==> src/mmic_pkg.sv <==
// Constants, field layouts and carrier types of the interrupt controller
package mmic_pkg;
    // Register indices; byte address is four times the index
    localparam logic [5:0] IDX_EOS = 6'h22;
    localparam logic [5:0] IDX_POLL = 6'h24;
    localparam logic [5:0] IDX_PSTS = 6'h26;
    localparam logic [5:0] IDX_MASK = 6'h28;
    localparam logic [5:0] IDX_PRIM = 6'h2A;
    localparam logic [5:0] IDX_INSV = 6'h2C;
    localparam logic [5:0] IDX_REQ = 6'h2E;
    localparam logic [5:0] IDX_STAT = 6'h30;
    localparam logic [5:0] IDX_CTRL0 = 6'h32;
    // Sources in fixed tie order: timer, dma0, dma1, ext 0..3
    localparam int NSRC = 7;
    localparam logic [2:0] SRC_TMR = 3'h0;
    localparam logic [2:0] SRC_DMA0 = 3'h1;
    localparam logic [2:0] SRC_DMA1 = 3'h2;
    localparam logic [2:0] SRC_E0 = 3'h3;
    localparam logic [2:0] SRC_E1 = 3'h4;
    // Fixed interrupt types
    localparam logic [4:0] TY_T0 = 5'h08;
    localparam logic [4:0] TY_T1 = 5'h12;
    localparam logic [4:0] TY_T2 = 5'h13;
    localparam logic [4:0] TY_DMA0 = 5'h0A;
    localparam logic [4:0] TY_DMA1 = 5'h0B;
    localparam logic [4:0] TY_E0 = 5'h0C;
    // Field positions
    localparam int POS_PEND = 15;
    localparam int POS_NONSPEC = 15;
    localparam int POS_HALT = 15;
    // Reset values
    localparam logic [2:0] PRI_LOWEST = 3'h7;
    localparam logic [2:0] THR_RESET = 3'h7;
    // Status line code for interrupt acknowledge, and idle
    localparam logic [2:0] ST_INTA = 3'h0;
    localparam logic [2:0] ST_IDLE = 3'h7;
    // Source control register: {snest, casc, ltm, mask, pri}
    typedef struct packed {
        logic snest;
        logic casc;
        logic ltm;
        logic mask;
        logic [2:0] pri;
    } mmic_ctrl_s;
    // Acknowledge sequencer states
    typedef enum logic [2:0] {
        AK_IDLE, AK_P1, AK_G1, AK_G2, AK_P2
    } mmic_ack_e;
endpackage : mmic_pkg

==> src/mmic_top.sv <==
// Master-mode interrupt controller with classic Wishbone register slave
//
// The implementer's own choices: the register offsets and the Wishbone interface to the registers.
module mmic_top
    import mmic_pkg::*;
(
    // Clock and reset
    input wire logic clk_i,
    input wire logic rst_i,
    // Wishbone slave
    input wire logic wb_cyc_i,
    input wire logic wb_stb_i,
    input wire logic wb_we_i,
    input wire logic [7:0] wb_adr_i,
    input wire logic [3:0] wb_sel_i,
    input wire logic [31:0] wb_dat_i,
    output logic [31:0] wb_dat_o,
    output logic wb_ack_o,
    // Internal sources, one-cycle pulses
    input wire logic [2:0] timer_irq_i,
    input wire logic [1:0] dma_irq_i,
    input wire logic nmi_i,
    input wire logic return_from_interrupt_i,
    // External request inputs, levels
    input wire logic ext_request_zero_i,
    input wire logic ext_request_one_i,
    // Dual-purpose pins: request in, acknowledge (active low) out
    input wire logic req_two_or_ack_zero_pin_i,
    output logic req_two_or_ack_zero_pin_o,
    output logic req_two_or_ack_zero_pin_oe_o,
    input wire logic req_three_or_ack_one_pin_i,
    output logic req_three_or_ack_one_pin_o,
    output logic req_three_or_ack_one_pin_oe_o,
    // Processor side
    output logic cpu_int_o,
    input wire logic cpu_inta_i,
    output logic [4:0] cpu_type_o,
    output logic cpu_ext_vector_o,
    output logic [2:0] bus_status_lines_n_o,
    output logic dma_halt_o
);
    // Source index to fixed type; timers resolved by flags
    function automatic logic [4:0] src_type(input logic [2:0] s,
                                            input logic [2:0] tf);
        if (s == SRC_TMR) begin
            src_type = tf[0] ? TY_T0 : (tf[1] ? TY_T1 : TY_T2);
        end else if (s == SRC_DMA0) begin
            src_type = TY_DMA0;
        end else if (s == SRC_DMA1) begin
            src_type = TY_DMA1;
        end else begin
            src_type = TY_E0 + {2'h0, s - SRC_E0};
        end
    endfunction : src_type

    // Byte-lane merge of a write into a 16-bit view
    function automatic logic [15:0] merge(input logic [15:0] old,
                                          input logic [31:0] d,
                                          input logic [3:0] sel);
        logic [15:0] m;
        m = {{8{sel[1]}}, {8{sel[0]}}};
        merge = (old & ~m) | (d[15:0] & m);
    endfunction : merge

    mmic_ctrl_s ctrl_reg [NSRC];
    logic [2:0] thr_reg;
    logic [NSRC-1:0] insv_reg;
    logic [1:0] dma_req_reg;
    logic [2:0] tflag_reg;
    logic halt_reg;
    logic ack_reg;
    logic [31:0] rdata_reg;
    mmic_ack_e ak_state_reg;
    logic ak_line_reg;
    logic [4:0] type_reg;
    logic extv_reg;

    // Bus decode; access committed on the edge that raises ack
    logic acc;
    logic [5:0] idx;
    logic wr;
    logic rd_poll;
    assign acc = wb_cyc_i & wb_stb_i & ~ack_reg;
    assign idx = wb_adr_i[7:2];
    assign wr = acc & wb_we_i & (wb_sel_i[1:0] != 2'h0);
    assign rd_poll = acc & ~wb_we_i & (idx == IDX_POLL);

    // Live request vector; external lines are not latched
    logic [NSRC-1:0] req;
    always_comb begin
        req[SRC_TMR] = |tflag_reg;
        req[SRC_DMA0] = dma_req_reg[0];
        req[SRC_DMA1] = dma_req_reg[1];
        req[3] = ext_request_zero_i;
        req[4] = ext_request_one_i;
        req[5] = ~ctrl_reg[SRC_E0].casc & req_two_or_ack_zero_pin_i;
        req[6] = ~ctrl_reg[SRC_E1].casc & req_three_or_ack_one_pin_i;
    end

    // Arbitration: in-service levels act as the priority mask
    logic [NSRC-1:0] elig;
    logic pend;
    logic [2:0] win;
    logic [2:0] best;
    logic [2:0] top_is;
    logic [2:0] top_pri;
    logic any_is;
    always_comb begin
        elig = '0;
        pend = 1'b0;
        win = SRC_TMR;
        best = PRI_LOWEST;
        top_is = SRC_TMR;
        top_pri = PRI_LOWEST;
        any_is = 1'b0;
        for (int s = 0; s < NSRC; s++) begin
            elig[s] = req[s] & ~ctrl_reg[s].mask
                & (ctrl_reg[s].pri <= thr_reg);
            for (int t = 0; t < NSRC; t++) begin
                if (insv_reg[t] && t != s
                    && ctrl_reg[s].pri >= ctrl_reg[t].pri) begin
                    elig[s] = 1'b0;
                end
            end
            if (insv_reg[s] && !ctrl_reg[s].snest) begin
                elig[s] = 1'b0;
            end
        end
        // Descending scan with <= leaves the lowest index on ties
        for (int s = NSRC - 1; s >= 0; s--) begin
            if (elig[s] && (!pend || ctrl_reg[s].pri <= best)) begin
                pend = 1'b1;
                best = ctrl_reg[s].pri;
                win = 3'(s);
            end
            if (insv_reg[s] && (!any_is || ctrl_reg[s].pri <= top_pri)) begin
                any_is = 1'b1;
                top_pri = ctrl_reg[s].pri;
                top_is = 3'(s);
            end
        end
    end

    logic [4:0] win_type;
    logic [15:0] poll_word;
    assign win_type = src_type(win, tflag_reg);
    assign poll_word = pend ? {1'b1, 10'h000, win_type} : 16'h0000;

    // Acknowledge from the CPU or a poll read
    logic ak_busy;
    logic take;
    logic ack_ev;
    assign ak_busy = (ak_state_reg != AK_IDLE);
    assign cpu_int_o = pend & ~ak_busy;
    assign take = cpu_inta_i & cpu_int_o;
    assign ack_ev = take | (rd_poll & pend);

    // End-of-service decode; specific form names a type
    logic [NSRC-1:0] eos_clr;
    always_comb begin
        eos_clr = '0;
        if (wr && idx == IDX_EOS) begin
            if (wb_dat_i[POS_NONSPEC]) begin
                eos_clr[top_is] = any_is;
            end else begin
                for (int s = 0; s < NSRC; s++) begin
                    if (s == SRC_TMR) begin
                        eos_clr[s] = (wb_dat_i[4:0] == TY_T0)
                            | (wb_dat_i[4:0] == TY_T1)
                            | (wb_dat_i[4:0] == TY_T2);
                    end else begin
                        eos_clr[s] = (wb_dat_i[4:0] == src_type(3'(s), 3'h0));
                    end
                end
            end
        end
    end

    // Source control registers; mask bit shared with mask register
    always_ff @(posedge clk_i) begin
        if (rst_i) begin
            for (int s = 0; s < NSRC; s++) begin
                ctrl_reg[s] <= '{1'b0, 1'b0, 1'b0, 1'b1, PRI_LOWEST};
            end
        end else if (wr) begin
            for (int s = 0; s < NSRC; s++) begin
                if (idx == IDX_CTRL0 + 6'(2 * s)) begin
                    ctrl_reg[s].pri <= 3'(merge({13'h0, ctrl_reg[s].pri},
                        wb_dat_i, wb_sel_i));
                    ctrl_reg[s].mask <= wb_sel_i[0] ? wb_dat_i[3]
                        : ctrl_reg[s].mask;
                    if (s >= SRC_E0) begin
                        ctrl_reg[s].ltm <= wb_sel_i[0] ? wb_dat_i[4]
                            : ctrl_reg[s].ltm;
                    end
                    if (s == SRC_E0 || s == SRC_E1) begin
                        ctrl_reg[s].casc <= wb_sel_i[0] ? wb_dat_i[5]
                            : ctrl_reg[s].casc;
                        ctrl_reg[s].snest <= wb_sel_i[0] ? wb_dat_i[6]
                            : ctrl_reg[s].snest;
                    end
                end else if (idx == IDX_MASK && wb_sel_i[0]) begin
                    ctrl_reg[s].mask <= wb_dat_i[s];
                end
            end
        end
    end

    // Priority threshold
    always_ff @(posedge clk_i) begin
        if (rst_i) begin
            thr_reg <= THR_RESET;
        end else if (wr && idx == IDX_PRIM && wb_sel_i[0]) begin
            thr_reg <= wb_dat_i[2:0];
        end
    end

    // In-service: acknowledge set, then end-of-service clear, then write
    always_ff @(posedge clk_i) begin
        if (rst_i) begin
            insv_reg <= '0;
        end else begin
            for (int s = 0; s < NSRC; s++) begin
                if (ack_ev && win == 3'(s)) begin
                    insv_reg[s] <= 1'b1;
                end else if (eos_clr[s]) begin
                    insv_reg[s] <= 1'b0;
                end else if (wr && idx == IDX_INSV && wb_sel_i[0]) begin
                    insv_reg[s] <= wb_dat_i[s];
                end
            end
        end
    end

    // DMA request latches; a new request wins over a clearing write
    always_ff @(posedge clk_i) begin
        if (rst_i) begin
            dma_req_reg <= '0;
        end else begin
            for (int d = 0; d < 2; d++) begin
                if (dma_irq_i[d]) begin
                    dma_req_reg[d] <= 1'b1;
                end else if (ack_ev && win == SRC_DMA0 + 3'(d)) begin
                    dma_req_reg[d] <= 1'b0;
                end else if (wr && idx == IDX_REQ && wb_sel_i[0]) begin
                    dma_req_reg[d] <= wb_dat_i[1 + d];
                end
            end
        end
    end

    // Timer flags; only the acknowledged timer's flag clears
    logic [2:0] tsel;
    assign tsel = tflag_reg[0] ? 3'h1 : (tflag_reg[1] ? 3'h2 : 3'h4);
    always_ff @(posedge clk_i) begin
        if (rst_i) begin
            tflag_reg <= '0;
        end else begin
            for (int t = 0; t < 3; t++) begin
                if (timer_irq_i[t]) begin
                    tflag_reg[t] <= 1'b1;
                end else if (ack_ev && win == SRC_TMR && tsel[t]) begin
                    tflag_reg[t] <= 1'b0;
                end else if (wr && idx == IDX_STAT && wb_sel_i[0]) begin
                    tflag_reg[t] <= wb_dat_i[t];
                end
            end
        end
    end

    // DMA halt; NMI wins over return and write
    always_ff @(posedge clk_i) begin
        if (rst_i) begin
            halt_reg <= 1'b0;
        end else if (nmi_i) begin
            halt_reg <= 1'b1;
        end else if (return_from_interrupt_i) begin
            halt_reg <= 1'b0;
        end else if (wr && idx == IDX_STAT && wb_sel_i[1]) begin
            halt_reg <= wb_dat_i[POS_HALT];
        end
    end
    assign dma_halt_o = halt_reg;

    // Readback mux; unmapped indices read zero and still ack
    logic [15:0] rmux;
    always_comb begin
        rmux = 16'h0000;
        if (idx == IDX_POLL || idx == IDX_PSTS) begin
            rmux = poll_word;
        end else if (idx == IDX_MASK) begin
            for (int s = 0; s < NSRC; s++) begin
                rmux[s] = ctrl_reg[s].mask;
            end
        end else if (idx == IDX_PRIM) begin
            rmux[2:0] = thr_reg;
        end else if (idx == IDX_INSV) begin
            rmux[NSRC-1:0] = insv_reg;
        end else if (idx == IDX_REQ) begin
            rmux[NSRC-1:0] = req;
        end else if (idx == IDX_STAT) begin
            rmux = {halt_reg, 12'h000, tflag_reg};
        end else begin
            for (int s = 0; s < NSRC; s++) begin
                if (idx == IDX_CTRL0 + 6'(2 * s)) begin
                    rmux[6:0] = ctrl_reg[s];
                end
            end
        end
    end

    // One wait state: ack and data rise together, ack drops next cycle
    always_ff @(posedge clk_i) begin
        if (rst_i) begin
            ack_reg <= 1'b0;
            rdata_reg <= 32'h0000_0000;
        end else begin
            ack_reg <= acc;
            if (acc && !wb_we_i) begin
                rdata_reg <= {16'h0000, rmux};
            end
        end
    end
    assign wb_ack_o = ack_reg;
    assign wb_dat_o = rdata_reg;

    // Vector hand-off to the CPU, latched at acknowledge
    always_ff @(posedge clk_i) begin
        if (rst_i) begin
            type_reg <= 5'h00;
            extv_reg <= 1'b0;
        end else if (take) begin
            type_reg <= win_type;
            extv_reg <= (win == SRC_E0 || win == SRC_E1)
                && ctrl_reg[win].casc;
        end
    end
    assign cpu_type_o = type_reg;
    assign cpu_ext_vector_o = extv_reg;

    // Two acknowledge pulses with a two-cycle gap; new requests wait
    always_ff @(posedge clk_i) begin
        if (rst_i) begin
            ak_state_reg <= AK_IDLE;
            ak_line_reg <= 1'b0;
        end else begin
            case (ak_state_reg)
                AK_IDLE: begin
                    if (take && (win == SRC_E0 || win == SRC_E1)
                        && ctrl_reg[win].casc) begin
                        ak_state_reg <= AK_P1;
                        ak_line_reg <= (win == SRC_E1);
                    end
                end
                AK_P1: begin
                    ak_state_reg <= AK_G1;
                end
                AK_G1: begin
                    ak_state_reg <= AK_G2;
                end
                AK_G2: begin
                    ak_state_reg <= AK_P2;
                end
                default: begin
                    ak_state_reg <= AK_IDLE;
                end
            endcase
        end
    end

    // Pins drive high when cascaded; only the acknowledged line's pin goes low during a pulse
    logic pulse;
    assign pulse = (ak_state_reg == AK_P1) || (ak_state_reg == AK_P2);
    assign req_two_or_ack_zero_pin_oe_o = ctrl_reg[SRC_E0].casc;
    assign req_two_or_ack_zero_pin_o = ~(pulse & ~ak_line_reg);
    assign req_three_or_ack_one_pin_oe_o = ctrl_reg[SRC_E1].casc;
    assign req_three_or_ack_one_pin_o = ~(pulse & ak_line_reg);
    assign bus_status_lines_n_o = ak_busy ? ST_INTA : ST_IDLE;
endmodule : mmic_top

==> config.mk <==
export PLATFORM = sky130hd
export DESIGN_NAME = mmic_top
export DESIGN_NICKNAME = d
export VERILOG_FILES = /design/src/mmic_pkg.sv /design/src/mmic_top.sv
export SDC_FILE = /design/constraint.sdc
export NUM_CORES = 1
export LEC_CHECK = 0
export ABC_AREA = 1
export BUFFER_PORTS_ARGS = -buffer_cell sky130_fd_sc_hd__buf_2
export CORE_MARGIN = 1
export CORE_UTILIZATION = 45
export CTS_BUF_LIST = sky130_fd_sc_hd__clkbuf_8
export CTS_CLUSTER_SIZE = 30
export DETAILED_ROUTE_END_ITERATION = 10
export GPL_ROUTABILITY_DRIVEN = 0
export PLACE_DENSITY = 0.7
export SLEW_MARGIN = 10
export SYNTH_ARGS = -nofsm -noshare
export SYNTH_HDL_FRONTEND = slang
export SYNTH_SLANG_ARGS = --single-unit
==> constraint.sdc <==
create_clock -name clk_i -period 15.2 [get_ports clk_i]
set_input_delay 1.52 -clock clk_i [delete_from_list [all_inputs] [get_ports clk_i]]
set_output_delay 1.52 -clock clk_i [all_outputs]
set_load 0.02 [all_outputs]
**Word level (Yosys, flattened, before mapping)**

Memories as Yosys holds them, arrays and structs flattened.
Cells that the tools add are included.
W data, S select, Z words.

- Bits in latches: 0
- Bits in writable memories: 49
- Register bits: 43
- Memories: 1
- Word-level logic and storage cells: 629
- Bits in read-only memories: 0

- Reduce and logical (&&, ||, !) cells: 141
- Multipliers: 0
- Shifts and indexed selects: 0
- Equal/unequal tests: 35
- Add/subtract/negate cells: 2
- $lt $le $gt $ge: 63
- Multiplexer cells: 276
- Bitwise logic cells: 91
- Divide/modulo/power cells: 0

Memories:

| name | words | width | rd ports | clocked after Yosys merged registers in | write ports | line | text |
|---|---|---|---|---|---|---|---|
| ctrl_reg | 7 | 7 | 8 | 0 | 7 | mmic_top.sv:65 | `mmic_ctrl_s ctrl_reg [NSRC];` |

Operators by type and width:

| cell | count |
|---|---|
| $mux W1 | 200 |
| $ge A3 B3 Y1 | 42 |
| $mux W3 | 38 |
| $mux W7 | 13 |
| $eq A6 B6 Y1 const B | 15 |
| $logic_and A1 B1 Y1 | 87 |
| $mux W5 | 16 |
| $le A3 B3 Y1 | 19 |
| $reduce_bool A3 Y1 | 14 |
| $mux W9 | 4 |
| $mux W16 | 2 |
| $or A1 B1 Y1 | 32 |
| $eq A5 B5 Y1 | 6 |
| $and A1 B1 Y1 | 27 |
| $and A3 B3 Y3 | 8 |
| $or A3 B3 Y3 | 7 |
| $logic_not A1 Y1 | 20 |
| $logic_or A1 B1 Y1 | 15 |
| $not A1 Y1 | 15 |
| $mux W13 | 1 |
| $eq A3 B2 Y1 const B | 4 |
| $eq A3 B3 Y1 const B | 4 |
| $pmux W3 S4 | 1 |
| $eq A5 B5 Y1 const B | 2 |
| 14 further kinds | 16 |

**Depth between registers and ports, before layout**

An unclocked memory read counts as a cell.

- Word-level depth: 44
- Depth in mapped cells: 64
- Mapped depth without buffers: 64

**Worst setup path after synthesis**

OpenSTA, ideal clock, no wires.

- Path kind: input to register
- From: input req_three_or_ack_one_pin_i
- To: register ak_line_reg
- Setup slack: 6.675 ns
- Data arrival time: 8.410 ns
- Cell stages on the path: 58
- Cell sequence: nand2_1 > nor3_1 > nand3_1 > nor2_2 > nand2_4 > nor2_1 > inv_1 > ha_1 > nand3b_1 > a32oi_1 > nand2_2 > nand2_2 > nand2_1 > o21ai_0 > inv_1 > ha_1 > nand3b_1 > a32oi_1 > [... 22 more ...] > nand3b_1 > a32oi_1 > nand2_2 > nand2_8 > o21ai_0 > ha_1 > nand3b_1 > a32oi_1 > nand2_1 > nand2_4 > nand3_4 > a211oi_1 > ha_1 > inv_1 > a21oi_4 > nand3_1 > nand2_1 > nor2_1

- Cells in the longest elaborated chain, start to end: 40
- Elaborated cells between the ends (all ways): 63

Ends and longest elaborated chain:

| item | line | text |
|---|---|---|
| start: declaration | mmic_top.sv:31 | `input wire logic req_three_or_ack_one_pin_i,` |
| $and A1 B1 Y1 * | mmic_top.sv:97 | `req[6] = ~ctrl_reg[SRC_E1].casc & req_three_or_ack_one_pin_i;` |
| $and A1 B1 Y1 * | mmic_top.sv:117 | `elig[s] = req[s] & ~ctrl_reg[s].mask` |
| $and A1 B1 Y1 * | mmic_top.sv:118 | `& (ctrl_reg[s].pri <= thr_reg);` |
| $mux W1 * (6 in a row) | mmic_top.sv:120 | `if (insv_reg[t] && t != s` |
| $mux W1 * | mmic_top.sv:125 | `if (insv_reg[s] && !ctrl_reg[s].snest) begin` |
| branches (longest 30 deep; another with $le A3 B3 Y1) | n/a |  |
| end signal: assignment | mmic_top.sv:352 | `ak_line_reg <= (win == SRC_E1);` |
| end: declaration | mmic_top.sv:74 | `logic ak_line_reg;` |

Mark *: on every way between the ends.
A chain may end at the register's enable or synchronous reset.

**Worst setup path in the final report**

- From: input req_three_or_ack_one_pin_i
- To: register rdata_reg[2], in the netlist wb_dat_o[2]

- Cells in the longest elaborated chain, start to end: 42
- Elaborated cells between the ends (all ways): 64

Ends and longest elaborated chain:

| item | line | text |
|---|---|---|
| $and A1 B1 Y1 * | mmic_top.sv:97 |  |
| $and A1 B1 Y1 * | mmic_top.sv:117 |  |
| $and A1 B1 Y1 * | mmic_top.sv:118 |  |
| $mux W1 * (6 in a row) | mmic_top.sv:120 |  |
| $mux W1 * | mmic_top.sv:125 |  |
| $mux W3 or $mux W1 (tied branches) | mmic_top.sv:131 | `if (elig[s] && (!pend \|\| ctrl_reg[s].pri <= best)) begin` |
| $le A3 B3 Y1 or $logic_not A1 Y1 (tied branches) | mmic_top.sv:131 |  |
| $logic_or A1 B1 Y1 | mmic_top.sv:131 |  |
| [... 21 more ...] | n/a |  |
| $mux W3 | mmic_top.sv:131 |  |
| $sub A3 B2 Y3 | mmic_top.sv:52 | `src_type = TY_E0 + {2'h0, s - SRC_E0};` |
| $add A4 B3 Y5 | mmic_top.sv:52 |  |
| $mux W5 | mmic_top.sv:49 | `end else if (s == SRC_DMA1) begin` |
| $mux W5 | mmic_top.sv:47 | `end else if (s == SRC_DMA0) begin` |
| $mux W5 | mmic_top.sv:45 | `if (s == SRC_TMR) begin` |
| $mux W16 * | mmic_top.sv:147 | `assign poll_word = pend ? {1'b1, 10'h000, win_type} : 16'h0000;` |
| $mux W16 * | mmic_top.sv:289 | `if (idx == IDX_POLL \|\| idx == IDX_PSTS) begin` |
| end signal: assignment | mmic_top.sv:320 | `rdata_reg <= {16'h0000, rmux};` |
| end: declaration | mmic_top.sv:72 | `logic [31:0] rdata_reg;` |

Every way passes the cells marked *; elsewhere a longest branch is shown, timed or not.

==> results.json <==
{
  "drcViolationCount": 0,
  "cp-start-kind": "input port",
  "rows": 49,
  "ctsHoldBuffers": 0,
  "synthXorXnorAreaFrac_pct": 0,
  "coreArea_um2": 17900,
  "pwr-share-comb_pct": 19.0,
  "grtUsageTotal_pct": 28.2,
  "nets": 1392,
  "first_pass_iters": 6,
  "largest_reg_flops": 36,
  "cts_buffer_depth": 2,
  "final_area_um2": 8820,
  "fp.dieH_um": 137,
  "post_cts_buffers": 0,
  "relSlewSlack_pct": 26.9,
  "cts_resized": 0,
  "fin_crit_sh_pct": 65.6,
  "grt_max_degree": 35,
  "syn-cell-area_um2": 8210,
  "die_x_um": 137,
  "antenna_found_initial": 0,
  "max_cap_violations": 0,
  "dp_hpwl_mm": 19.9,
  "setup_tns_ns": 0,
  "cts_buffers": 9,
  "dieArea_um2": 18800,
  "postPlaceCellArea_um2": 8610,
  "grt_pass1_vias": 7652,
  "worstSetupEndpointType": "flop",
  "slowest_delay_ns": 0.48,
  "worstPathRequired_ns": 15.50,
  "yosysUniqueCellTypes": 56,
  "numPortBuffers": 56,
  "cts_sinks": 71,
  "leakage_uw": 0.00414,
  "fin_skew_ns": 0.0152,
  "cp_max_fo": 10,
  "synthMuxAreaShare_pct": 0,
  "ir_drop_uv": 61.8,
  "grt_overflow": 0,
  "postRouteAntennaNets": 0,
  "swShare_pct": 33.1,
  "slowest_stage": "a211oi_1",
  "synth_compound_area_share_pct": 19.6,
  "htreeDepth": 3,
  "via_per_inst": 5.83,
  "crit_type": "in2reg",
  "cts_tree": "built",
  "syn-instance-count": 1160,
  "power_switching_uw": 153,
  "synth_top_family_by_area": "simple AND/OR/NAND/NOR gates",
  "internal-power_uw": 310,
  "grt_first_pass_wirelength_mm": 40.3,
  "maxSlewViolCount": 0,
  "pwr-share-seq_pct": 45.7,
  "worst_pin_slew_ns": 1.09,
  "yosysWarnings": 0,
  "rsz0062_at_grt": "no",
  "setup_viol": 0,
  "io_pins": 109,
  "area_delta_synth_final_pct": 7.39,
  "hold_viol_final": 0,
  "wl_mm": 25.7,
  "wl_per_cell_um": 17.8,
  "timing.fmax_mhz": 100,
  "synth_fa_ha_area_share_pct": 18.4,
  "drive_gt1_share_pct": 12.6,
  "clkTransAtPathRegs_ns": 0.09,
  "rrSetupSlack_ns": 5.25,
  "crit_top_cell": "nand2_1",
  "pwr-share-clk_pct": 35.2,
  "start_util_pct": 45.9,
  "num_vias": 8423,
  "synth-seq-area-share_pct": 21.7,
  "status": "finished, final reports clean",
  "fin_crit_ns": 9.97,
  "drtIter0Drc": 773,
  "hp-class": "reg2reg",
  "cp_data_arrival_time_ns": 10.26,
  "clkLatencyLatePin_ns": 0.38,
  "synth_simple_gate_area_share_pct": 30.2,
  "fin_util_pct": 49.3,
  "synth_area_per_cell_um2": 7.08,
  "antenna_cells": 0,
  "synth_seq_cells": 71,
  "power_density_nw_per_um2": 52.6,
  "root_buffer": "clkbuf_8"
}
-- cell usage in the layout, fill, tap and decap left out, types with 9 or more instances in the layout --
master,netlist,layout
a21oi_1,71,71
a21oi_2,14,14
buf_2,3,56
clkbuf_8,0,9
conb_1,1,24
dfxtp_1,35,35
edfxtp_1,36,36
ha_1,121,121
inv_1,131,131
inv_2,13,13
nand2_1,236,236
nand2_2,13,13
nand2_4,10,10
nand3_1,91,91
nand3b_1,21,21
nand4_1,16,16
nor2_1,97,97
nor3_1,9,9
o211ai_1,29,29
o21ai_0,75,75
-- logic make-up after synthesis --
kind of cell	after synthesis
fa+ha+maj	121
other cells	1
compound gates	259
simple gates	519
buf+inv	189
flops	71
-- routing by layer --
layer / wire length [um] / global-route usage, % / up-vias
li1: - / - / 4098
met1: 11200 / 38.5 / 3890
met2: 11600 / 45.1 / 364
met3: 2060 / 4.04 / 71
met4: 852 / 9.89 / 0
met5: 0 / 0 / -
-- synthesized netlist by cell type (all sizes together) --
cell type  number  area [um2]
a32o            1        10.0
o221ai          2        17.5
o311ai          1        8.76
clkbuf         11        41.3
a2111oi         3        26.3
o31ai           2        15.0
ha            121        1510
nand3          97         531
edfxtp         36        1080
inv           145         547
dfxtp          35         701
or2             3        18.8
o21ai          87         450
nand3b         21         158
a31o            1        8.76
a31oi           7        43.8
a221oi          5        43.8
buf            32         233
a21oi          86         494
conb            1        3.75
a22o            1        8.76
clkinv          1        3.75
nor3           10        61.3
o21bai          2        15.0
o211ai         29         218
o21a            4        30.0
o2111ai         7        61.3
nor2          108         467
o22ai           7        43.8
a32oi           6        52.6
a211oi          5        37.5
nor4            2        12.5
nand2         260        1100
a21boi          3        22.5
nand4          18         134
-- worst paths after layout --
path | startpoint | endpoint | cells after the start
max | req_three_or_ack_one_pin_i | wb_dat_o[2]$_SDFFE_PP0P_ | 57
min | wb_dat_o[6]$_SDFFE_PP0P_ | wb_dat_o[6]$_SDFFE_PP0P_ | 2
min reg2reg | wb_dat_o[6]$_SDFFE_PP0P_ | wb_dat_o[6]$_SDFFE_PP0P_ | 2
max reg2reg | ctrl_reg[4][2]$_SDFFCE_PN1P_ | wb_dat_o[2]$_SDFFE_PP0P_ | 59
-- area by class of cell --
type | count | area (um2)
sequential | 71 | 1780
tap | 229 | 287
fill | 1808 | 9080
clock inverter | 7 | 81.3
multi-input combinational | 923 | 5690
clock buffer | 9 | 124
timing repair buffer | 59 | 303
inverter | 146 | 551
-- through the flow --
stage	cells	hold WS (ns)	setup slack, ns	power, uW
2_1_floorplan	1183	0.440	6.67	281
3_3_place_gp	1428	0.452	5.14	301
3_5_place_dp	1428	0.464	4.96	302
4_1_cts	1444	0.480	5.34	460
5_1_grt	1444	0.495	4.46	478
6_report	1444	0.472	5.23	464
-- critical path, delay by kind of cell --
kind	cells	cell delay, ns
buf+inv	3	0.23
compound gates	15	2.83
fa+ha+maj	7	1.95
simple gates	32	3.70
-- power by group through the flow --
stage	Combinational [uW]	Sequential, uW	Clock, uW
after global placement	85.4	216	0
after global routing	97.4	212	168
after floorplan	65.2	216	0
after detailed placement	86.5	216	0
final	88.3	212	163
after CTS	86.9	212	161
No activity file was read; power rests on OpenSTA's default activity.
